==> src/conv_status_pkg.sv <==
/*
 * constants shared by the conversion status i2c target and its byte engine.
 * assumes nothing of its surroundings.
 */
package conv_status_pkg;
	// command bytes
	localparam logic [7:0] CMD_READ_RESULT = 8'h10;
	localparam logic [7:0] CMD_REG_READ = 8'h20;
	localparam logic [7:0] CMD_REG_WRITE = 8'h40;
	localparam logic [7:0] CMD_OP_MASK = 8'hf8;
	localparam int CMD_REG_SEL_BIT = 2;
	// register map
	localparam logic REG_CONFIG = 1'h0;
	localparam logic REG_STATUS = 1'h1;
	localparam logic [7:0] CONFIG_RESET = 8'h00;
	localparam logic [7:0] STATUS_RESET = 8'h00;
	localparam int STATUS_READY_BIT = 7;
	localparam logic [6:0] STATUS_RESERVED_VALUE = 7'h00;
	// result framing
	localparam int RESULT_WIDTH = 24;
	localparam logic [1:0] RESULT_BYTES = 2'h3;
	localparam logic [7:0] RESULT_PAD = 8'h00;
	// bit engine
	localparam logic [3:0] BITS_PER_BYTE = 4'h8;
	localparam logic [2:0] ADDR_BASE_DEFAULT = 3'h4;
endpackage : conv_status_pkg

==> src/i2c_byte_if.sv <==
/*
 * byte level link between the i2c bit engine and the command logic.
 * assumes both sides run on the same clock.
 */
`timescale 1ns/1ps
`default_nettype none
interface i2c_byte_if;
	logic sel;
	logic rw;
	logic rx_valid;
	logic [7:0] rx_data;
	logic tx_take;
	logic [7:0] tx_data;
	logic stop;
	modport engine (
		output sel,
		output rw,
		output rx_valid,
		output rx_data,
		output tx_take,
		output stop,
		input tx_data
	);
	modport cmd (
		input sel,
		input rw,
		input rx_valid,
		input rx_data,
		input tx_take,
		input stop,
		output tx_data
	);
endinterface : i2c_byte_if
`default_nettype wire

==> src/conversion_status_flag_i2c_target.sv <==
/*
 * converter i2c target: command decode, config and status registers,
 * conversion ready flag and open-drain ready pin.
 * assumes the converter gives a one-cycle conv_done with conv_data valid,
 * and that scl and sda are synchronous to clk.
 */
`timescale 1ns/1ps
`default_nettype none
module conversion_status_flag_i2c_target #(
	parameter logic [2:0] ADDR_BASE = conv_status_pkg::ADDR_BASE_DEFAULT
) (
	input wire logic clk,
	input wire logic rst_n,
	input wire logic scl_i,
	input wire logic sda_i,
	output logic sda_o,
	output logic sda_oe,
	input wire logic [1:0] address_select_pin_low,
	input wire logic [1:0] address_select_pin_high,
	input wire logic conv_done,
	input wire logic [23:0] conv_data,
	output logic [7:0] config_o,
	output logic conversion_ready_o,
	output logic conversion_ready_oe
);
	typedef enum logic [1:0] {
		SRC_REG = 2'h1,
		SRC_RESULT = 2'h2
	} tx_src_t;

	localparam int RW = conv_status_pkg::RESULT_WIDTH;

	i2c_byte_if b ();

	tx_src_t src_r, src_nxt;
	logic [7:0] config_r, config_nxt, tx_r, tx_nxt;
	logic ready_r, ready_nxt, reg_sel_r, reg_sel_nxt;
	logic first_r, first_nxt, wr_pend_r, wr_pend_nxt, wr_sel_r, wr_sel_nxt;
	logic [RW-1:0] result_r, result_nxt, out_r, out_nxt;
	logic [1:0] idx_r, idx_nxt;
	logic [7:0] cmd_op;

	// pin levels: gnd, vdd, sda, scl each give one code per pin
	i2c_target_bytes u_bytes (
		.clk(clk),
		.rst_n(rst_n),
		.scl_i(scl_i),
		.sda_i(sda_i),
		.sda_o(sda_o),
		.sda_oe(sda_oe),
		.own_addr({ADDR_BASE, address_select_pin_high,
			address_select_pin_low}),
		.b(b)
	);
	// no scl output exists at all: the bus clock is never held low

	function automatic logic [7:0] reg_value(input logic sel,
		input logic [7:0] cfg, input logic rdy);
		if (sel == conv_status_pkg::REG_STATUS)
			reg_value = {rdy, conv_status_pkg::STATUS_RESERVED_VALUE};
		else
			reg_value = cfg;
	endfunction : reg_value

	function automatic logic [7:0] result_byte(input logic [RW-1:0] r,
		input logic [1:0] i);
		case (i)
		2'h0: result_byte = r[23:16];
		2'h1: result_byte = r[15:8];
		2'h2: result_byte = r[7:0];
		default: result_byte = conv_status_pkg::RESULT_PAD;
		endcase
	endfunction : result_byte

	function automatic logic [7:0] next_tx(input tx_src_t s,
		input logic [RW-1:0] r, input logic [1:0] i, input logic sel,
		input logic [7:0] cfg, input logic rdy);
		if (s == SRC_RESULT)
			next_tx = result_byte(r, i);
		else
			next_tx = reg_value(sel, cfg, rdy);
	endfunction : next_tx

	assign b.tx_data = tx_r;
	assign cmd_op = b.rx_data & conv_status_pkg::CMD_OP_MASK;
	assign config_o = config_r;
	assign conversion_ready_o = 1'h0;
	assign conversion_ready_oe = ready_r;

	always_comb begin
		src_nxt = src_r;
		config_nxt = config_r;
		tx_nxt = tx_r;
		reg_sel_nxt = reg_sel_r;
		first_nxt = first_r;
		wr_pend_nxt = wr_pend_r;
		wr_sel_nxt = wr_sel_r;
		result_nxt = result_r;
		out_nxt = out_r;
		idx_nxt = idx_r;
		ready_nxt = ready_r;
		if (conv_done)
			result_nxt = conv_data;
		// clear on first result byte out; a fresh result that cycle wins
		if (b.tx_take && src_r == SRC_RESULT && idx_r == 2'h0)
			ready_nxt = 1'h0;
		if (conv_done)
			ready_nxt = 1'h1;
		if (b.sel) begin
			if (b.rw) begin
				idx_nxt = 2'h0;
				tx_nxt = next_tx(src_r, out_r, 2'h0, reg_sel_r, config_r,
					ready_r);
			end else begin
				first_nxt = 1'h1;
				wr_pend_nxt = 1'h0;
			end
		end
		if (b.tx_take) begin
			if (idx_r != conv_status_pkg::RESULT_BYTES)
				idx_nxt = idx_r + 2'h1;
			tx_nxt = next_tx(src_r, out_r, idx_nxt, reg_sel_r, config_r,
				ready_nxt);
		end
		if (b.rx_valid) begin
			if (first_r) begin
				first_nxt = 1'h0;
				if (b.rx_data == conv_status_pkg::CMD_READ_RESULT) begin
					src_nxt = SRC_RESULT;
					out_nxt = result_r;
				end else if (cmd_op == conv_status_pkg::CMD_REG_READ) begin
					src_nxt = SRC_REG;
					reg_sel_nxt = b.rx_data[conv_status_pkg::CMD_REG_SEL_BIT];
				end else if (cmd_op == conv_status_pkg::CMD_REG_WRITE) begin
					wr_pend_nxt = 1'h1;
					wr_sel_nxt = b.rx_data[conv_status_pkg::CMD_REG_SEL_BIT];
				end
			end else if (wr_pend_r) begin
				wr_pend_nxt = 1'h0;
				// status is read-only; a write to it is dropped
				if (wr_sel_r == conv_status_pkg::REG_CONFIG)
					config_nxt = b.rx_data;
			end
		end
		if (b.stop) begin
			first_nxt = 1'h0;
			wr_pend_nxt = 1'h0;
		end
	end

	// only rst_n resets these; nothing tied to power-down touches them
	always_ff @(posedge clk or negedge rst_n) begin
		if (!rst_n) begin
			src_r <= SRC_REG;
			config_r <= conv_status_pkg::CONFIG_RESET;
			ready_r <= conv_status_pkg::STATUS_RESET[conv_status_pkg::STATUS_READY_BIT];
			tx_r <= 8'h00;
			reg_sel_r <= conv_status_pkg::REG_CONFIG;
			first_r <= 1'h0;
			wr_pend_r <= 1'h0;
			wr_sel_r <= conv_status_pkg::REG_CONFIG;
			result_r <= '0;
			out_r <= '0;
			idx_r <= 2'h0;
		end else begin
			src_r <= src_nxt;
			config_r <= config_nxt;
			ready_r <= ready_nxt;
			tx_r <= tx_nxt;
			reg_sel_r <= reg_sel_nxt;
			first_r <= first_nxt;
			wr_pend_r <= wr_pend_nxt;
			wr_sel_r <= wr_sel_nxt;
			result_r <= result_nxt;
			out_r <= out_nxt;
			idx_r <= idx_nxt;
		end
	end
endmodule : conversion_status_flag_i2c_target
`default_nettype wire

==> src/i2c_target_bytes.sv <==
/*
 * i2c target bit engine: start/stop detect, address match, ack, byte shift.
 * assumes scl and sda are synchronous to clk and oversampled by far.
 */
`timescale 1ns/1ps
`default_nettype none
module i2c_target_bytes (
	input wire logic clk,
	input wire logic rst_n,
	input wire logic scl_i,
	input wire logic sda_i,
	output logic sda_o,
	output logic sda_oe,
	input wire logic [6:0] own_addr,
	i2c_byte_if.engine b
);
	typedef enum logic [6:0] {
		ST_IDLE = 7'h01,
		ST_ADDR = 7'h02,
		ST_ACK_A = 7'h04,
		ST_WRITE = 7'h08,
		ST_ACK_W = 7'h10,
		ST_READ = 7'h20,
		ST_ACK_R = 7'h40
	} bit_state_t;

	bit_state_t st_r, st_nxt;
	logic scl_q_r, sda_q_r, oe_r, oe_nxt, mack_r, mack_nxt;
	logic [3:0] cnt_r, cnt_nxt;
	logic [7:0] sh_r, sh_nxt;
	logic rise, fall, start, stop, done;

	assign rise = scl_i & ~scl_q_r;
	assign fall = ~scl_i & scl_q_r;
	assign start = scl_i & scl_q_r & sda_q_r & ~sda_i;
	assign stop = scl_i & scl_q_r & ~sda_q_r & sda_i;
	assign done = (cnt_r == conv_status_pkg::BITS_PER_BYTE);
	assign sda_o = 1'h0;
	assign sda_oe = oe_r;
	assign b.rw = sh_r[0];
	assign b.rx_data = sh_r;

	always_comb begin
		st_nxt = st_r;
		cnt_nxt = cnt_r;
		sh_nxt = sh_r;
		oe_nxt = oe_r;
		mack_nxt = mack_r;
		b.sel = 1'h0;
		b.rx_valid = 1'h0;
		b.tx_take = 1'h0;
		b.stop = 1'h0;
		if (start) begin
			st_nxt = ST_ADDR;
			cnt_nxt = 4'h0;
			oe_nxt = 1'h0;
		end else if (stop) begin
			st_nxt = ST_IDLE;
			oe_nxt = 1'h0;
			b.stop = 1'h1;
		end else begin
			case (st_r)
			ST_IDLE: begin
			end
			ST_ADDR, ST_WRITE: begin
				if (rise && !done) begin
					sh_nxt = {sh_r[6:0], sda_i};
					cnt_nxt = cnt_r + 4'h1;
				end
				if (fall && done) begin
					if (st_r == ST_WRITE) begin
						b.rx_valid = 1'h1;
						oe_nxt = 1'h1;
						st_nxt = ST_ACK_W;
					end else if (sh_r[7:1] == own_addr) begin
						b.sel = 1'h1;
						oe_nxt = 1'h1;
						st_nxt = ST_ACK_A;
					end else begin
						st_nxt = ST_IDLE;
					end
				end
			end
			ST_ACK_A, ST_ACK_W, ST_ACK_R: begin
				if (rise && st_r == ST_ACK_R)
					mack_nxt = ~sda_i;
				if (fall) begin
					cnt_nxt = 4'h0;
					if ((st_r == ST_ACK_A && sh_r[0]) ||
					    (st_r == ST_ACK_R && mack_r)) begin
						sh_nxt = b.tx_data;
						oe_nxt = ~b.tx_data[7];
						b.tx_take = 1'h1;
						st_nxt = ST_READ;
					end else if (st_r == ST_ACK_R) begin
						oe_nxt = 1'h0;
						st_nxt = ST_IDLE;
					end else begin
						oe_nxt = 1'h0;
						st_nxt = ST_WRITE;
					end
				end
			end
			ST_READ: begin
				if (rise && !done)
					cnt_nxt = cnt_r + 4'h1;
				if (fall) begin
					if (done) begin
						oe_nxt = 1'h0;
						st_nxt = ST_ACK_R;
					end else begin
						sh_nxt = {sh_r[6:0], 1'h0};
						oe_nxt = ~sh_r[6];
					end
				end
			end
			default: begin
				st_nxt = ST_IDLE;
				oe_nxt = 1'h0;
			end
			endcase
		end
	end

	always_ff @(posedge clk or negedge rst_n) begin
		if (!rst_n) begin
			st_r <= ST_IDLE;
			cnt_r <= 4'h0;
			sh_r <= 8'h00;
			oe_r <= 1'h0;
			mack_r <= 1'h0;
			scl_q_r <= 1'h1;
			sda_q_r <= 1'h1;
		end else begin
			st_r <= st_nxt;
			cnt_r <= cnt_nxt;
			sh_r <= sh_nxt;
			oe_r <= oe_nxt;
			mack_r <= mack_nxt;
			scl_q_r <= scl_i;
			sda_q_r <= sda_i;
		end
	end
endmodule : i2c_target_bytes
`default_nettype wire
==> config.mk <==
export PLATFORM = sky130hd
export DESIGN_NAME = conversion_status_flag_i2c_target
export DESIGN_NICKNAME = d
export VERILOG_FILES = /design/src/conv_status_pkg.sv /design/src/i2c_byte_if.sv /design/src/conversion_status_flag_i2c_target.sv /design/src/i2c_target_bytes.sv
export SDC_FILE = /design/constraint.sdc
export NUM_CORES = 1
export LEC_CHECK = 0
export BUFFER_PORTS_ARGS = -buffer_cell sky130_fd_sc_hd__buf_2
export CORE_UTILIZATION = 30
export DETAILED_ROUTE_END_ITERATION = 8
export HOLD_SLACK_MARGIN = 0.06
export PLACE_DENSITY = 0.51
export SLEW_MARGIN = 20
export SYNTH_ARGS = -nofsm -noshare
export SYNTH_HDL_FRONTEND = slang
export SYNTH_SLANG_ARGS = --single-unit
==> constraint.sdc <==
create_clock -name clk -period 5.2 [get_ports clk]
set_clock_uncertainty 0.2 [all_clocks]
set_input_delay 0.52 -clock clk [delete_from_list [all_inputs] [get_ports clk]]
set_output_delay 0.52 -clock clk [all_outputs]
set_load 0.01 [all_outputs]
==> reports/summary.md <==
* outcome: finished clean
* most instantiated library cell after synthesis: sky130_fd_sc_hd__dfrtp_1
* number of clock sinks: 96
* switching power: 0.0005207 W
* last weighted congestion value of the routability-driven placer: 0.8320
* mean number of vias per cell: 5.256
* register-to-register setup slack: 2.00 ns
* count of inserted antenna diode cells: 0
* gate count after technology mapping: 470
* cell type with the highest aggregate area in the netlist: sky130_fd_sc_hd__dfrtp_1
* clock network fraction of design power: 0.362
* share of the core filled with cells in the final layout: 0.3476
* via count of the routed design: 3853
* number of antenna-violating nets in the routed design: 0
* launch instance of the worst register-to-register path: u_bytes.st_r[6]
* startpoint types: flop
* critical path capture point type: flop
* syn_area_per_cell: 10.73 um2
* first-iteration detailed-routing DRC count: 326
* Worst R2R Path Depth: 6
* vertical die dimension: 131.7 um
* Detailed Route WL: 12620 um
* fraction of the yosys area taken by sequential cells: 0.4773
* Total Negative Setup Slacks: 0 ns
* maximum clock frequency: 312.7 MHz
* Data required, critical path: 5.24 ns
* clock latency of the later-clocked register in the worst-skew pair: 0.35 ns
* Starting Density: 0.3052
* setup repair after global routing missed its margin: no
* Resized cells post-CTS: 0
* IO buf count: 42
* global route overflow: 0
* post-detail-place hpwl: 9431 um
* Power Internal: 0.001265 W
* final setup slack of the worst path: 2.002 ns
* cells taking the most area after synthesis: sky130_fd_sc_hd__dfrtp_1, sky130_fd_sc_hd__mux2_2, sky130_fd_sc_hd__mux2_1
* TritonCTS clock tree: yes
* total power density per cell area: 310.8 nW/um2
* Storage cell area: 2407 um2
* Warnings, synthesis: 0
* standard-cell rows: 47
* Layout area overhead: 13.89%
* cell area after placement: 5445 um2
* clock root cell: sky130_fd_sc_hd__clkbuf_16
* static power due to leakage: 2.520 nW
* cell area after layout: 5744 um2
* post-DR wirelength/cell: 17.22 um
* switching power share of the total: 0.2916
* worst min path class: in2reg
* maximum ir drop on the vdd rail: 197.6 uV
* via count of the first global-routing pass: 3829
* area share of the leading cell type in the synthesized netlist: 0.4565
* power share of the sequential group: 0.499
* post-layout net count: 545
* Post-synth top cells: sky130_fd_sc_hd__dfrtp_1, sky130_fd_sc_hd__mux2_2, sky130_fd_sc_hd__nand2_1, sky130_fd_sc_hd__nor2_1, sky130_fd_sc_hd__o21ai_0
* Fill cells: 1686
* die extent in x: 131.7 um
* proportion of register bits with asynchronous set or reset after synthesis: 1.000
* max-slew violation total from the final report: 0
* critical path fanouts, max: 11
* Final Cycle Share: 0.6150
* maximum number of pins on one net before global-route repair: 51
* area of combinational cells with multiple inputs: 2494 um2
* arrival time worst endpoint: 3.23 ns
* logic gate share of total power: 0.140
* worst slew margin relative to its limit: 0.4138
* number of maximum-capacitance violations: 0
* wire length of the first global-routing pass: 21110 um
* maximum buffer depth of the clock tree: 2
* synth unique cells: 67
* most used flip-flop cell after synthesis: sky130_fd_sc_hd__dfrtp_1
* count of pins on the block boundary: 45
* EDFF count, synth: 0
* final setup violation count: 0
* critical path startpoint: u_bytes.st_r[6]
* register clock-pin slew on the reported worst setup and hold paths: 0.07 ns
* core box area: 16520 um2
* H-tree levels: 3
* DRC violations left: 0
* total count of hold-check failures in the final report: 0
* number of register bits inferred by synthesis: 96
* Worst Setup Slack post-DPL: 2.003 ns
* number of antenna violations at the first check in global routing: 0
* share of final-layout standard cells stronger than drive strength 1: 0.2398
* timing endpoint of the critical path: u_bytes.b.rx_data[4]
* area of the mapped netlist: 5044 um2
* endpoint of the lowest-slack register-to-register path: u_bytes.b.rx_data[4]
* number of clock buffers inserted by TritonCTS: 9
* Die ar.: 17330 um2
* worst slew pin tran: 0.8760 ns
* detailed-router iteration count before antenna repair: 5
* Period minus WS final: 3.198 ns
* worst setup path class: reg2reg
* GRT Util Overall: 0.1549
flip-flops by register name, summed over array words and instances (netlist names):
name,count
wr_sel_r,1
u_bytes.sda_oe,1
u_bytes.sda_q_r,1
first_r,1
u_bytes.scl_q_r,1
reg_sel_r,1
u_bytes.cnt_r,4
u_bytes.b.rx_data,8
src_r,2
conversion_ready_oe,1
b.tx_data,8
wr_pend_r,1
out_r,24
u_bytes.st_r,7
config_o,8
u_bytes.mack_r,1
idx_r,2
result_r,24
area by class of cell:
cell class                 instances  area share
sequential                        96      0.4191
clock buffer                      11     0.04400
inverter                          11    0.007188
multi-input combinational        345      0.4341
timing repair buffer              45     0.04139
clock inverter                     5    0.006317
tap                              220     0.04792
placed cells by master, fill, tap and decap left out, types with 4 or more instances in the layout:
master,Yosys,routed
sky130_fd_sc_hd__a211oi_1,4,4
sky130_fd_sc_hd__a21oi_1,19,19
sky130_fd_sc_hd__a31oi_1,8,8
sky130_fd_sc_hd__and2_1,6,6
sky130_fd_sc_hd__and3_1,10,10
sky130_fd_sc_hd__buf_2,3,41
sky130_fd_sc_hd__clkbuf_16,0,9
sky130_fd_sc_hd__dfrtp_1,92,92
sky130_fd_sc_hd__dfstp_2,4,4
sky130_fd_sc_hd__ha_1,4,4
sky130_fd_sc_hd__inv_1,11,11
sky130_fd_sc_hd__mux2_1,18,18
sky130_fd_sc_hd__mux2_2,46,46
sky130_fd_sc_hd__mux2i_1,11,11
sky130_fd_sc_hd__nand2_1,45,45
sky130_fd_sc_hd__nand3_1,13,13
sky130_fd_sc_hd__nand4_1,6,6
sky130_fd_sc_hd__nand4b_1,5,5
sky130_fd_sc_hd__nor2_1,27,27
sky130_fd_sc_hd__nor2b_1,5,5
sky130_fd_sc_hd__nor3_1,8,8
sky130_fd_sc_hd__nor4_1,5,5
sky130_fd_sc_hd__o211ai_1,6,6
sky130_fd_sc_hd__o21ai_0,25,25
sky130_fd_sc_hd__o22ai_1,8,8
sky130_fd_sc_hd__or4_1,4,4
sky130_fd_sc_hd__xnor2_1,5,5
worst max-delay path, stage by stage (launching register included):
cell                       delay, ns
sky130_fd_sc_hd__dfrtp_1        0.49
sky130_fd_sc_hd__nor3_1         0.50
sky130_fd_sc_hd__nand4b_1       0.39
sky130_fd_sc_hd__nand2_1        0.36
sky130_fd_sc_hd__o22ai_1        0.22
sky130_fd_sc_hd__a221oi_4       0.50
sky130_fd_sc_hd__mux2_2         0.40
stage by stage:
stage / std cells / total power [W] / hold WS, ns
final: 733 / 0.001785 / 0.1290
after global routing: 733 / 0.001877 / 0.1252
after CTS: 733 / 0.001811 / 0.1180
after detailed placement: 716 / 0.001156 / 0.2701
after global placement: 716 / 0.001153 / 0.2640
after floorplan: 471 / 0.001050 / 0.02441
power by group through the flow:
stage,clock (W),sequential [W],combinational (W)
after floorplan,0,0.000865,0.000184
after global placement,0,0.000904,0.000249
after detailed placement,0,0.000906,0.000250
after CTS,0.000667,0.000891,0.000253
after global routing,0.000695,0.000906,0.000276
final,0.000646,0.000891,0.000249
cells by family (layout without fill, tap and decap cells):
group / count (synthesis) / after routing / share of synthesized area
simple gates: 164 / 164 / 0.1848
other cells: 1 / 2 / 0.0007435
compound gates: 92 / 92 / 0.1183
flops: 96 / 96 / 0.4773
fa+ha+maj: 4 / 4 / 0.009923
buf+inv: 30 / 72 / 0.02902
mux: 76 / 76 / 0.1677
xor+xnor: 7 / 7 / 0.01216
metal layers:
| layer | share of wire | global-route usage | vias up |
|---|---|---|---|
| li1 | - | - | 1810 |
| met1 | 0.44 | 0.1945 | 1951 |
| met2 | 0.51 | 0.2675 | 78 |
| met3 | 0.032 | 0.03164 | 14 |
| met4 | 0.014 | 0.04393 | 0 |
| met5 | 0 | 0 | - |
worst min-delay path by stage:
| stage | startpoint | endpoint | cells after the start |
|---|---|---|---|
| after floorplan | rst_n | b.tx_data[0] | 0 |
| after global placement | src_r[1] | src_r[1] | 2 |
| after detailed placement | result_r[8] | out_r[8] | 1 |
| after CTS | scl_i | u_bytes.scl_q_r | 1 |
| after global routing | sda_i | u_bytes.sda_q_r | 1 |
| final | scl_i | u_bytes.scl_q_r | 1 |
timing repair:
action,CTS,global route
hold buffers,1,0
buffers inserted,0,0
endpoints found under the hold margin,45,0
setup endpoints to repair,0,0
Power figures use the tool's default switching activity.
